==> src/hdl/ocs_pkg.sv <==
package ocs_pkg;

    // clock and rate limits
    localparam int unsigned REF_CLK_MHZ = 100;
    localparam int unsigned FCY_MAX_MHZ = 40;

    // register port
    localparam int unsigned ADDR_W       = 4;
    localparam int unsigned DATA_W       = 16;
    localparam logic [3:0]  ADDR_CLK_DIV = 4'h0;
    localparam logic [3:0]  ADDR_PLL_FB  = 4'h1;
    localparam logic [3:0]  ADDR_STATUS  = 4'h2;

    // clock divisor register fields and reset
    localparam int unsigned PRE_LSB      = 0;
    localparam int unsigned PRE_W        = 5;
    localparam int unsigned POST_LSB     = 6;
    localparam int unsigned POST_W       = 2;
    localparam int unsigned FRC_DIV_LSB  = 8;
    localparam int unsigned FRC_DIV_W    = 3;
    localparam logic [15:0] CLK_DIV_RST  = 16'h0000;
    localparam logic [15:0] CLK_DIV_MASK = 16'h07DF;

    // feedback register field and reset
    localparam int unsigned FB_W         = 9;
    localparam logic [8:0]  PLL_FB_RST   = 9'h01E;

    // status register fields
    localparam int unsigned ST_MODE_LSB  = 0;
    localparam int unsigned ST_SRC_LSB   = 4;
    localparam int unsigned ST_PLL_BIT   = 8;
    localparam int unsigned ST_CAP_BIT   = 9;
    localparam int unsigned ST_SEL_LSB   = 10;
    localparam int unsigned ST_PMD_LSB   = 13;

    // divider arithmetic
    localparam int unsigned CNT_W        = 10;
    localparam logic [9:0]  PRE_OFFSET   = 10'h002;
    localparam logic [9:0]  FB_OFFSET    = 10'h002;
    localparam logic [9:0]  FRC_DIV16    = 10'h010;
    localparam logic [9:0]  POST_DIV2    = 10'h002;
    localparam logic [9:0]  POST_DIV4    = 10'h004;
    localparam logic [9:0]  POST_DIV8    = 10'h008;

    // initial oscillator select codes
    localparam logic [2:0]  OSC_FRC       = 3'h0;
    localparam logic [2:0]  OSC_FRC_PLL   = 3'h1;
    localparam logic [2:0]  OSC_PRI       = 3'h2;
    localparam logic [2:0]  OSC_PRI_PLL   = 3'h3;
    localparam logic [2:0]  OSC_SEC       = 3'h4;
    localparam logic [2:0]  OSC_LOW_POWER_INTERNAL_RC      = 3'h5;
    localparam logic [2:0]  OSC_FRC_DIV16 = 3'h6;
    localparam logic [2:0]  OSC_FRC_DIVN  = 3'h7;

    // primary oscillator mode codes
    localparam logic [1:0]  PRI_EC  = 2'h0;
    localparam logic [1:0]  PRI_XT  = 2'h1;
    localparam logic [1:0]  PRI_HS  = 2'h2;
    localparam logic [1:0]  PRI_OFF = 2'h3;

    // configuration capture
    localparam int unsigned CFG_W      = 5;
    localparam logic [1:0]  CFG_SETTLE = 2'h3;

    // oscillator input indices
    localparam int unsigned N_OSC   = 5;
    localparam int unsigned IX_FRC  = 0;
    localparam int unsigned IX_PRI  = 1;
    localparam int unsigned IX_SEC  = 2;
    localparam int unsigned IX_LOW_POWER_INTERNAL_RC = 3;
    localparam int unsigned IX_VCO  = 4;

    // active oscillator source
    typedef enum logic [3:0] {
        SRC_FRC  = 4'b0001,
        SRC_PRI  = 4'b0010,
        SRC_SEC  = 4'b0100,
        SRC_LOW_POWER_INTERNAL_RC = 4'b1000
    } ocs_src_e;

    // nonvolatile oscillator configuration word
    typedef struct packed {
        logic [2:0] initial_osc_select;
        logic [1:0] primary_osc_mode_sel;
    } ocs_cfg_s;

    localparam ocs_cfg_s CFG_RST = '{initial_osc_select: 3'h0, primary_osc_mode_sel: 2'h0};

    // clock divisor register layout
    typedef struct packed {
        logic [4:0] rsvd_hi;
        logic [2:0] fast_rc_divide_sel;
        logic [1:0] pll_postscale_sel;
        logic       rsvd_lo;
        logic [4:0] pll_prescale_sel;
    } ocs_clock_divisor_reg_s;

endpackage

==> src/hdl/ocs_edge_sync.sv <==
`timescale 1ns/10ps
module ocs_edge_sync #(
    parameter int unsigned W = 1
) (
    // clock and reset
    input  wire logic         ref_clk,
    input  wire logic         reset,
    // levels from outside the clock domain
    input  wire logic [W-1:0] async_in,
    // synchronised level and registered rising-edge pulse
    output logic      [W-1:0] level,
    output logic      [W-1:0] rise
);

    logic [W-1:0] meta_q;
    logic [W-1:0] sync_q;
    logic [W-1:0] last_q;
    logic [W-1:0] rise_q;
    logic [W-1:0] rise_d;

    // edge found only between the second and third stages
    always_comb begin
        rise_d = sync_q & ~last_q;
    end

    // two-stage synchroniser, history stage and edge pulse
    always_ff @(posedge ref_clk or posedge reset) begin
        if (reset) begin
            meta_q <= '0;
            sync_q <= '0;
            last_q <= '0;
            rise_q <= '0;
        end else begin
            meta_q <= async_in;
            sync_q <= meta_q;
            last_q <= sync_q;
            rise_q <= rise_d;
        end
    end

    assign level = sync_q;
    assign rise  = rise_q;

endmodule // ocs_edge_sync

==> src/hdl/ocs_clock_select.sv <==
`timescale 1ns/10ps
module ocs_clock_select (
    // clock and reset
    input  wire logic                         ref_clk,
    input  wire logic                         reset,
    // register port
    input  wire logic [ocs_pkg::ADDR_W-1:0]   addr,
    input  wire logic [ocs_pkg::DATA_W-1:0]   wdata,
    input  wire logic                         wr_stb,
    input  wire logic                         rd_stb,
    output logic      [ocs_pkg::DATA_W-1:0]   rdata,
    // nonvolatile configuration word pins
    input  wire ocs_pkg::ocs_cfg_s            osc_select_config_word,
    // oscillator and vco pins
    input  wire logic                         frc_osc,
    input  wire logic                         pri_osc,
    input  wire logic                         sec_osc,
    input  wire logic                         low_power_internal_rc_osc,
    input  wire logic                         vco_clk,
    // pll control towards the analog loop
    output logic                              pll_enable,
    output logic                              pll_ref_en,
    output logic                              pll_fb_en,
    // system and instruction clocks
    output logic                              fosc_en,
    output logic                              instruction_clock,
    output logic                              fcy_en,
    // reference for watchdog and clock monitor
    output logic                              low_power_internal_rc_ref_en
);

    // divider counter step: hold, count or wrap
    function automatic logic [9:0] cnt_next(input logic [9:0] cnt, input logic [9:0] lim,
                                            input logic tick);
        logic [9:0] r;
        r = cnt;
        if (tick) begin
            if (cnt >= lim - 10'h001) begin
                r = 10'h000;
            end else begin
                r = cnt + 10'h001;
            end
        end
        return r;
    endfunction

    // divider terminal pulse on the wrapping edge
    function automatic logic cnt_wrap(input logic [9:0] cnt, input logic [9:0] lim,
                                      input logic tick);
        return tick && (cnt >= lim - 10'h001);
    endfunction

    // effective select: a primary in off mode falls back to fast RC
    function automatic logic [2:0] eff_sel(input ocs_pkg::ocs_cfg_s c);
        logic [2:0] s;
        s = c.initial_osc_select;
        if ((s == ocs_pkg::OSC_PRI || s == ocs_pkg::OSC_PRI_PLL) &&
            c.primary_osc_mode_sel == ocs_pkg::PRI_OFF) begin
            s = ocs_pkg::OSC_FRC;
        end
        return s;
    endfunction

    // source behind each select code
    function automatic ocs_pkg::ocs_src_e sel_src(input logic [2:0] s);
        ocs_pkg::ocs_src_e r;
        r = ocs_pkg::SRC_FRC;
        case (s)
            ocs_pkg::OSC_PRI, ocs_pkg::OSC_PRI_PLL: r = ocs_pkg::SRC_PRI;
            ocs_pkg::OSC_SEC:                       r = ocs_pkg::SRC_SEC;
            ocs_pkg::OSC_LOW_POWER_INTERNAL_RC:                      r = ocs_pkg::SRC_LOW_POWER_INTERNAL_RC;
            default:                                r = ocs_pkg::SRC_FRC;
        endcase
        return r;
    endfunction

    // index 0 to 11 of the twelve clock modes
    function automatic logic [3:0] mode_index(input ocs_pkg::ocs_cfg_s c);
        logic [3:0] m;
        logic [2:0] s;
        m = 4'h0;
        s = eff_sel(c);
        case (s)
            ocs_pkg::OSC_FRC:       m = 4'h0;
            ocs_pkg::OSC_FRC_PLL:   m = 4'h1;
            ocs_pkg::OSC_PRI:       m = 4'h2 + {2'h0, c.primary_osc_mode_sel};
            ocs_pkg::OSC_PRI_PLL:   m = 4'h5 + {2'h0, c.primary_osc_mode_sel};
            ocs_pkg::OSC_SEC:       m = 4'h8;
            ocs_pkg::OSC_LOW_POWER_INTERNAL_RC:      m = 4'h9;
            ocs_pkg::OSC_FRC_DIV16: m = 4'hA;
            default:                m = 4'hB;
        endcase
        return m;
    endfunction

    // synchronised pins
    logic [ocs_pkg::N_OSC-1:0] osc_pins;
    logic [ocs_pkg::N_OSC-1:0] osc_rise;
    logic [ocs_pkg::CFG_W-1:0] cfg_level;

    assign osc_pins = {vco_clk, low_power_internal_rc_osc, sec_osc, pri_osc, frc_osc};

    ocs_edge_sync #(
        .W        (ocs_pkg::N_OSC)
    ) u_osc_sync (
        .ref_clk  (ref_clk),
        .reset    (reset),
        .async_in (osc_pins),
        .level    (),
        .rise     (osc_rise)
    );

    ocs_edge_sync #(
        .W        (ocs_pkg::CFG_W)
    ) u_cfg_sync (
        .ref_clk  (ref_clk),
        .reset    (reset),
        .async_in (osc_select_config_word),
        .level    (cfg_level),
        .rise     ()
    );

    // state
    ocs_pkg::ocs_cfg_s    cfg_q,      cfg_d;
    logic [1:0]           cap_cnt_q,  cap_cnt_d;
    logic                 cap_done_q, cap_done_d;
    ocs_pkg::ocs_clock_divisor_reg_s clk_div_q,  clk_div_d;
    logic [8:0]           pll_fb_q,   pll_fb_d;
    logic [15:0]          rdata_q,    rdata_d;
    logic [9:0]           frc_cnt_q,  frc_cnt_d;
    logic [9:0]           pre_cnt_q,  pre_cnt_d;
    logic [9:0]           fb_cnt_q,   fb_cnt_d;
    logic [9:0]           post_cnt_q, post_cnt_d;
    logic                 pll_en_q,   pll_en_d;
    logic                 ref_en_q,   ref_en_d;
    logic                 fbk_en_q,   fbk_en_d;
    logic                 fosc_q,     fosc_d;
    logic                 icyc_q,     icyc_d;
    logic                 fcy_q,      fcy_d;
    logic                 low_power_internal_rc_q,     low_power_internal_rc_d;

    // decoded mode
    logic [2:0]        sel;
    ocs_pkg::ocs_src_e src;
    logic              pll_used;
    logic [3:0]        mode_ix;

    always_comb begin
        sel      = eff_sel(cfg_q);
        src      = sel_src(sel);
        mode_ix  = mode_index(cfg_q);
        pll_used = (sel == ocs_pkg::OSC_FRC_PLL) || (sel == ocs_pkg::OSC_PRI_PLL);
    end

    // configuration capture after reset release, once the pins are synchronised
    always_comb begin
        cfg_d      = cfg_q;
        cap_cnt_d  = cap_cnt_q;
        cap_done_d = cap_done_q;
        if (!cap_done_q) begin
            if (cap_cnt_q == ocs_pkg::CFG_SETTLE) begin
                cfg_d      = ocs_pkg::ocs_cfg_s'(cfg_level);
                cap_done_d = 1'b1;
            end else begin
                cap_cnt_d = cap_cnt_q + 2'h1;
            end
        end
    end

    always_ff @(posedge ref_clk or posedge reset) begin
        if (reset) begin
            cfg_q      <= ocs_pkg::CFG_RST;
            cap_cnt_q  <= 2'h0;
            cap_done_q <= 1'b0;
        end else begin
            cfg_q      <= cfg_d;
            cap_cnt_q  <= cap_cnt_d;
            cap_done_q <= cap_done_d;
        end
    end

    // register writes and one-cycle-late read data
    always_comb begin
        clk_div_d = clk_div_q;
        pll_fb_d  = pll_fb_q;
        rdata_d   = 16'h0000;
        if (wr_stb) begin
            if (addr == ocs_pkg::ADDR_CLK_DIV) begin
                clk_div_d = ocs_pkg::ocs_clock_divisor_reg_s'(wdata & ocs_pkg::CLK_DIV_MASK);
            end else if (addr == ocs_pkg::ADDR_PLL_FB) begin
                pll_fb_d = wdata[ocs_pkg::FB_W-1:0];
            end
        end
        if (rd_stb) begin
            if (addr == ocs_pkg::ADDR_CLK_DIV) begin
                rdata_d = clk_div_q;
            end else if (addr == ocs_pkg::ADDR_PLL_FB) begin
                rdata_d = {7'h00, pll_fb_q};
            end else if (addr == ocs_pkg::ADDR_STATUS) begin
                rdata_d[ocs_pkg::ST_MODE_LSB +: 4] = mode_ix;
                rdata_d[ocs_pkg::ST_SRC_LSB +: 4]  = src;
                rdata_d[ocs_pkg::ST_PLL_BIT]       = pll_en_q;
                rdata_d[ocs_pkg::ST_CAP_BIT]       = cap_done_q;
                rdata_d[ocs_pkg::ST_SEL_LSB +: 3]  = cfg_q.initial_osc_select;
                rdata_d[ocs_pkg::ST_PMD_LSB +: 2]  = cfg_q.primary_osc_mode_sel;
            end
        end
    end

    always_ff @(posedge ref_clk or posedge reset) begin
        if (reset) begin
            clk_div_q <= ocs_pkg::ocs_clock_divisor_reg_s'(ocs_pkg::CLK_DIV_RST);
            pll_fb_q  <= ocs_pkg::PLL_FB_RST;
            rdata_q   <= 16'h0000;
        end else begin
            clk_div_q <= clk_div_d;
            pll_fb_q  <= pll_fb_d;
            rdata_q   <= rdata_d;
        end
    end

    // divider limits from the programmed fields, except the fixed divide-by-16 fast RC limit
    logic [9:0] frc_lim;
    logic [9:0] pre_lim;
    logic [9:0] fb_lim;
    logic [9:0] post_lim;
    logic       fin_tick;
    logic       vco_tick;
    logic       frc_wrap;
    logic       post_wrap;

    always_comb begin
        if (sel == ocs_pkg::OSC_FRC_DIV16) begin
            frc_lim = ocs_pkg::FRC_DIV16;
        end else begin
            frc_lim = 10'h002 << clk_div_q.fast_rc_divide_sel;
        end
        pre_lim = {5'h00, clk_div_q.pll_prescale_sel} + ocs_pkg::PRE_OFFSET;
        fb_lim  = {1'b0, pll_fb_q} + ocs_pkg::FB_OFFSET;
        case (clk_div_q.pll_postscale_sel)
            2'h0:    post_lim = ocs_pkg::POST_DIV2;
            2'h1:    post_lim = ocs_pkg::POST_DIV4;
            default: post_lim = ocs_pkg::POST_DIV8;
        endcase
    end

    // pll input only from the primary or fast RC oscillator
    always_comb begin
        if (src == ocs_pkg::SRC_PRI) begin
            fin_tick = pll_used && osc_rise[ocs_pkg::IX_PRI];
        end else begin
            fin_tick = pll_used && osc_rise[ocs_pkg::IX_FRC];
        end
        vco_tick  = pll_used && osc_rise[ocs_pkg::IX_VCO];
        frc_wrap  = cnt_wrap(frc_cnt_q, frc_lim, osc_rise[ocs_pkg::IX_FRC]);
        post_wrap = cnt_wrap(post_cnt_q, post_lim, vco_tick);
    end

    // dividers, source mux and instruction clock
    always_comb begin
        frc_cnt_d  = cnt_next(frc_cnt_q, frc_lim, osc_rise[ocs_pkg::IX_FRC]);
        pre_cnt_d  = pll_used ? cnt_next(pre_cnt_q, pre_lim, fin_tick) : 10'h000;
        fb_cnt_d   = pll_used ? cnt_next(fb_cnt_q, fb_lim, vco_tick) : 10'h000;
        post_cnt_d = pll_used ? cnt_next(post_cnt_q, post_lim, vco_tick) : 10'h000;
        pll_en_d   = pll_used;
        ref_en_d   = cnt_wrap(pre_cnt_q, pre_lim, fin_tick);
        fbk_en_d   = cnt_wrap(fb_cnt_q, fb_lim, vco_tick);
        case (sel)
            ocs_pkg::OSC_FRC:       fosc_d = osc_rise[ocs_pkg::IX_FRC];
            ocs_pkg::OSC_FRC_PLL:   fosc_d = post_wrap;
            ocs_pkg::OSC_PRI:       fosc_d = osc_rise[ocs_pkg::IX_PRI];
            ocs_pkg::OSC_PRI_PLL:   fosc_d = post_wrap;
            ocs_pkg::OSC_SEC:       fosc_d = osc_rise[ocs_pkg::IX_SEC];
            ocs_pkg::OSC_LOW_POWER_INTERNAL_RC:      fosc_d = osc_rise[ocs_pkg::IX_LOW_POWER_INTERNAL_RC];
            default:                fosc_d = frc_wrap;
        endcase
        icyc_d = icyc_q ^ fosc_d;
        fcy_d  = fosc_d & ~icyc_q;
        low_power_internal_rc_d = osc_rise[ocs_pkg::IX_LOW_POWER_INTERNAL_RC];
    end

    always_ff @(posedge ref_clk or posedge reset) begin
        if (reset) begin
            frc_cnt_q  <= 10'h000;
            pre_cnt_q  <= 10'h000;
            fb_cnt_q   <= 10'h000;
            post_cnt_q <= 10'h000;
            pll_en_q   <= 1'b0;
            ref_en_q   <= 1'b0;
            fbk_en_q   <= 1'b0;
            fosc_q     <= 1'b0;
            icyc_q     <= 1'b0;
            fcy_q      <= 1'b0;
            low_power_internal_rc_q     <= 1'b0;
        end else begin
            frc_cnt_q  <= frc_cnt_d;
            pre_cnt_q  <= pre_cnt_d;
            fb_cnt_q   <= fb_cnt_d;
            post_cnt_q <= post_cnt_d;
            pll_en_q   <= pll_en_d;
            ref_en_q   <= ref_en_d;
            fbk_en_q   <= fbk_en_d;
            fosc_q     <= fosc_d;
            icyc_q     <= icyc_d;
            fcy_q      <= fcy_d;
            low_power_internal_rc_q     <= low_power_internal_rc_d;
        end
    end

    // outputs, all from flip-flops
    assign rdata             = rdata_q;
    assign pll_enable        = pll_en_q;
    assign pll_ref_en        = ref_en_q;
    assign pll_fb_en         = fbk_en_q;
    assign fosc_en           = fosc_q;
    assign instruction_clock = icyc_q;
    assign fcy_en            = fcy_q;
    assign low_power_internal_rc_ref_en       = low_power_internal_rc_q;

endmodule // ocs_clock_select

==> config.mk <==
export PLATFORM = sky130hd
export DESIGN_NAME = ocs_clock_select
export DESIGN_NICKNAME = d
export VERILOG_FILES = /design/src/hdl/ocs_pkg.sv /design/src/hdl/ocs_edge_sync.sv /design/src/hdl/ocs_clock_select.sv
export SDC_FILE = /design/constraint.sdc
export NUM_CORES = 1
export LEC_CHECK = 0
export BUFFER_PORTS_ARGS = -buffer_cell sky130_fd_sc_hd__buf_2
export CELL_PAD_IN_SITES_DETAIL_PLACEMENT = 0
export CELL_PAD_IN_SITES_GLOBAL_PLACEMENT = 1
export CORE_AREA = 2 2 146 105
export CTS_BUF_LIST = sky130_fd_sc_hd__clkbuf_8
export DETAILED_ROUTE_END_ITERATION = 6
export DIE_AREA = 0 0 148 107
export PLACE_DENSITY = 0.74
export SLEW_MARGIN = 20
export SYNTH_ARGS = -nofsm -noshare
export SYNTH_HDL_FRONTEND = slang
export SYNTH_SLANG_ARGS = --single-unit
==> constraint.sdc <==
create_clock -name ref_clk -period 4.5 [get_ports ref_clk]
set_input_delay 0.675 -clock ref_clk [delete_from_list [all_inputs] [get_ports ref_clk]]
set_output_delay 0.675 -clock ref_clk [all_outputs]
set_load 0.02 [all_outputs]
==> Flow_metrics.wiki <==
{| class="wikitable"
! Metric !! Value
|-
| Core area || 14400 µm²
|-
| Overall power consumption || 0.00283 W
|-
| Total Routed Length || 12.2 mm
|-
| Cell chosen for the clock root || clkbuf_8
|-
| Clock sink count || 119
|-
| Origin of the worst setup path || cfg_q[2]
|-
| Clock Latency Late Sink || 0.43 ns
|-
| Initial Utilization || 39.3%
|-
| Critical Path AT || 4.23 ns
|-
| Primary FF master, synth || dfrtp_1
|-
| Switching share of power || 33.6%
|-
| Final RePlAce weighted congestion || 0.809
|-
| Filler cells || 1387
|-
| Number of global-route vias before repair || 3996
|-
| Critical path startpoint category || flip-flop
|-
| Slew margin rel. || 37.6%
|-
| Clock power frac || 33.1%
|-
| Synth Cell Area || 5680 µm²
|-
| Design Area, Final || 6520 µm²
|-
| Peak ir drop on the vdd network || 0.251 mV
|-
| Share of cells above drive strength 1 || 19.2%
|-
| Number of nets in the finished design || 652
|-
| Ratio of routed vias to standard cells || 5.07
|-
| TritonCTS clock tree || built
|-
| Yosys warning total || 0
|-
| First-pass GRT wire length || 20.3 mm
|-
| Post-synthesis sequential area ratio || 52.5%
|-
| Overall fraction of global-route tracks in use || 16.6%
|-
| Synthesis-to-finish area growth || 14.8%
|-
| Required time reported for the critical path endpoint || 4.83 ns
|-
| Max-cap violations || 0
|-
| Crit path max fanout || 13
|-
| Number of buffers added to fix hold violations after cts || 0
|-
| Actual slew at the worst max-slew pin || 0.933 ns
|-
| Final-report max-slew violation count || 0
|-
| Placed cell areas || 6140 µm²
|-
| Post-route DRC violation count || 0
|-
| Critical path type || flip-flop to flip-flop
|-
| DP Wirelength || 8.82 mm
|-
| FF+latch count, synth || 119
|-
| Synthesized instance count || 523
|-
| Type of element capturing the critical path || flip-flop
|-
| Number of levels the H-tree was split into || 4
|-
| Proportion of power drawn by flip-flops and latches || 46.7%
|-
| Pre-antenna DRT Iters || 7
|-
| Depth of the worst register-to-register path || 16
|-
| Post-synth cell types || 53
|-
| FFs w/ async S/R, synth || 100%
|-
| Count of endpoints failing hold in the final timing report || 0
|-
| Number of gates resized after CTS || 0
|-
| Post-Syn Area per Cell || 10.9 µm²
|-
| Top-level I/O count || 57
|-
| Hold crit path type || input pin to async pin
|-
| Minimum setup slack after placement || 0.618 ns
|-
| Final worst path period share || 86.7%
|-
| Power per Cell Area || 433 nW/µm²
|-
| Number of buffers on the longest clock path || 2
|-
| Number of antenna diodes || 0
|-
| Detail-routed net length per standard cell || 15.5 µm
|-
| Multi-input combinational cell area || 2540 µm²
|-
| Worst path setup slack after routing || 0.599 ns
|-
| Combinational share of power || 20.2%
|-
| Final critical-path required period || 3.90 ns
|-
| P_leak || 3.04 nW
|-
| Number of antenna violations at the first check in global routing || 0
|-
| Endpoints failing setup || 0
|-
| ANT nets after route || 0
|-
| Post-synth EDFFs || 0
|-
| Clock buffers created by TritonCTS || 17
|-
| Reg-to-Reg Start || cfg_q[2]
|-
| Internal power || 0.00188 W
|-
| Clock Skew || 0.0123 ns
|-
| Horizontal die dimension || 148 µm
|-
| Power spent charging and discharging nets || 0.000948 W
|-
| DR vias || 3998
|-
| Leftover overflow at the end of global routing || 0
|-
| Fmax || 256 MHz
|-
| Result of the run || finished clean
|-
| Die boundary height || 107 µm
|-
| Total negative slack || 0 ns
|-
| Number of standard-cell rows in the floorplan || 37
|-
| Die footprint || 15800 µm²
|-
| Sequential cell area || 2980 µm²
|-
| Pin count of the biggest net entering global routing || 48
|-
| RSZ-0062 raised after global routing || no
|-
| Clock edge transition at the registers on the reported setup and hold paths || 0.08 ns
|-
| Count of input and output buffers || 50
|-
| Drt first-iter violations || 216
|-
| Post-CTS repair timing setup buffer count || 0
|}
## power groups by stage
stage	Combinational, W	Clock [W]	Sequential [W]
6_report	0.000570	0.000936	0.00132
5_1_grt	0.000656	0.00101	0.00134
4_1_cts	0.000576	0.000962	0.00131
3_5_place_dp	0.000572	0	0.00133
3_3_place_gp	0.000540	0	0.00133
2_1_floorplan	0.000427	0	0.00129
## cell families (layout without fill, tap and decap cells)
kind of cell	after synthesis	count (layout)	share of synthesized area, %
AOI/OAI and AO/OA	108	108	12.3
and+or+nand+nor	163	163	14.5
buffers and inverters	40	109	2.73
other	2	3	0.132
xor gates and xnor gates	23	23	3.55
DFF	119	119	52.5
adders and majority gates	38	38	8.37
muxes	30	30	5.84
## flip-flops by register name, summed over array words and instances (netlist names), 9 cells and up
signal      cells
frc_cnt_q      10
post_cnt_q     10
rdata          15
clk_div_q      10
fb_cnt_q       10
pll_fb_q        9
pre_cnt_q      10
## final cells by class
type                    count  share of cell area (%)
well taps                 195                    3.74
flip-flops and latches    119                    45.7
repair buffers             54                    4.30
clock inverters            15                    2.23
clock buffers              17                    3.59
inverters                  23                    1.36
multi-input cells         365                    39.0
## per-layer routing
layer / GRT usage (%) / part of all wire, %
met3: 3.74 / 3.9
met1: 24.0 / 52
met2: 24.5 / 43
met5: 0 / 0
met4: 5.92 / 1.4
## through the flow
step	utilization [%]	cells	hold WS, ns
floorplan	-	524	0.331
global placement	42.5	756	0.333
detailed placement	42.5	756	0.335
CTS	45.1	788	0.302
global route	45.1	788	0.304
finish	45.1	788	0.302
## synth_stat cells (4+ instances only)
cell,n,area [µm²]
and2_1,11,68.8
nand2b_1,6,37.5
mux2_1,8,90.1
a211oi_1,5,37.5
nor3_1,6,30.0
dfrtp_1,115,2880
a31oi_1,12,75.1
and3_1,10,62.6
nor2b_1,11,68.8
inv_1,23,86.3
nor2_1,27,101
nand2_1,39,146
a22o_1,4,35.0
xnor2_1,6,52.6
ha_1,38,475
clkbuf_1,15,56.3
nand3b_1,4,30.0
a21oi_1,23,115
o21ai_1,5,25.0
o211ai_1,8,60.1
o21ai_0,31,155
nand3_1,36,180
nor3b_1,4,30.0
mux2_2,17,191
xor2_1,17,149
dfstp_2,4,105
mux2i_1,5,50.1
## placed cells by master (no fill, tap or decap), types with 6 or more instances in the layout
master,n
a21oi_1,23
a31oi_1,12
and2_1,11
and3_1,10
buf_2,50
clkbuf_8,17
dfrtp_1,115
ha_1,38
inv_1,22
mux2_1,8
mux2_2,17
nand2_1,39
nand2b_1,6
nand3_1,36
nor2_1,27
nor2b_1,11
nor3_1,6
o211ai_1,8
o21ai_0,31
xnor2_1,6
xor2_1,17
## worst max-delay path, stage by stage, from the launching register on
cell,delay (ns)
dfrtp_1,0.58
nand3b_1,0.26
nor3b_1,0.33
nand2b_1,0.15
ha_1,0.29
nor3_1,0.25
a21oi_1,0.06
o21ai_0,0.18
nand2_1,0.08
ha_1,0.29
a211oi_1,0.21
o21ai_1,0.10
a21oi_1,0.32
nor2_1,0.12
a41o_1,0.27
ha_1,0.27
inv_1,0.03
## final timing paths
kind	to	slack, ns
max reg2reg	instruction_clock	0.60
max in group asynchronous	pll_fb_q[2]	3.28
min reg2reg	u_osc_sync.level[1]	0.35
max	instruction_clock	0.60
min	u_osc_sync.meta_q[4]	0.30
min in group ref_clk	u_osc_sync.meta_q[0]	0.34
No activity file was read; power rests on OpenSTA's default activity.
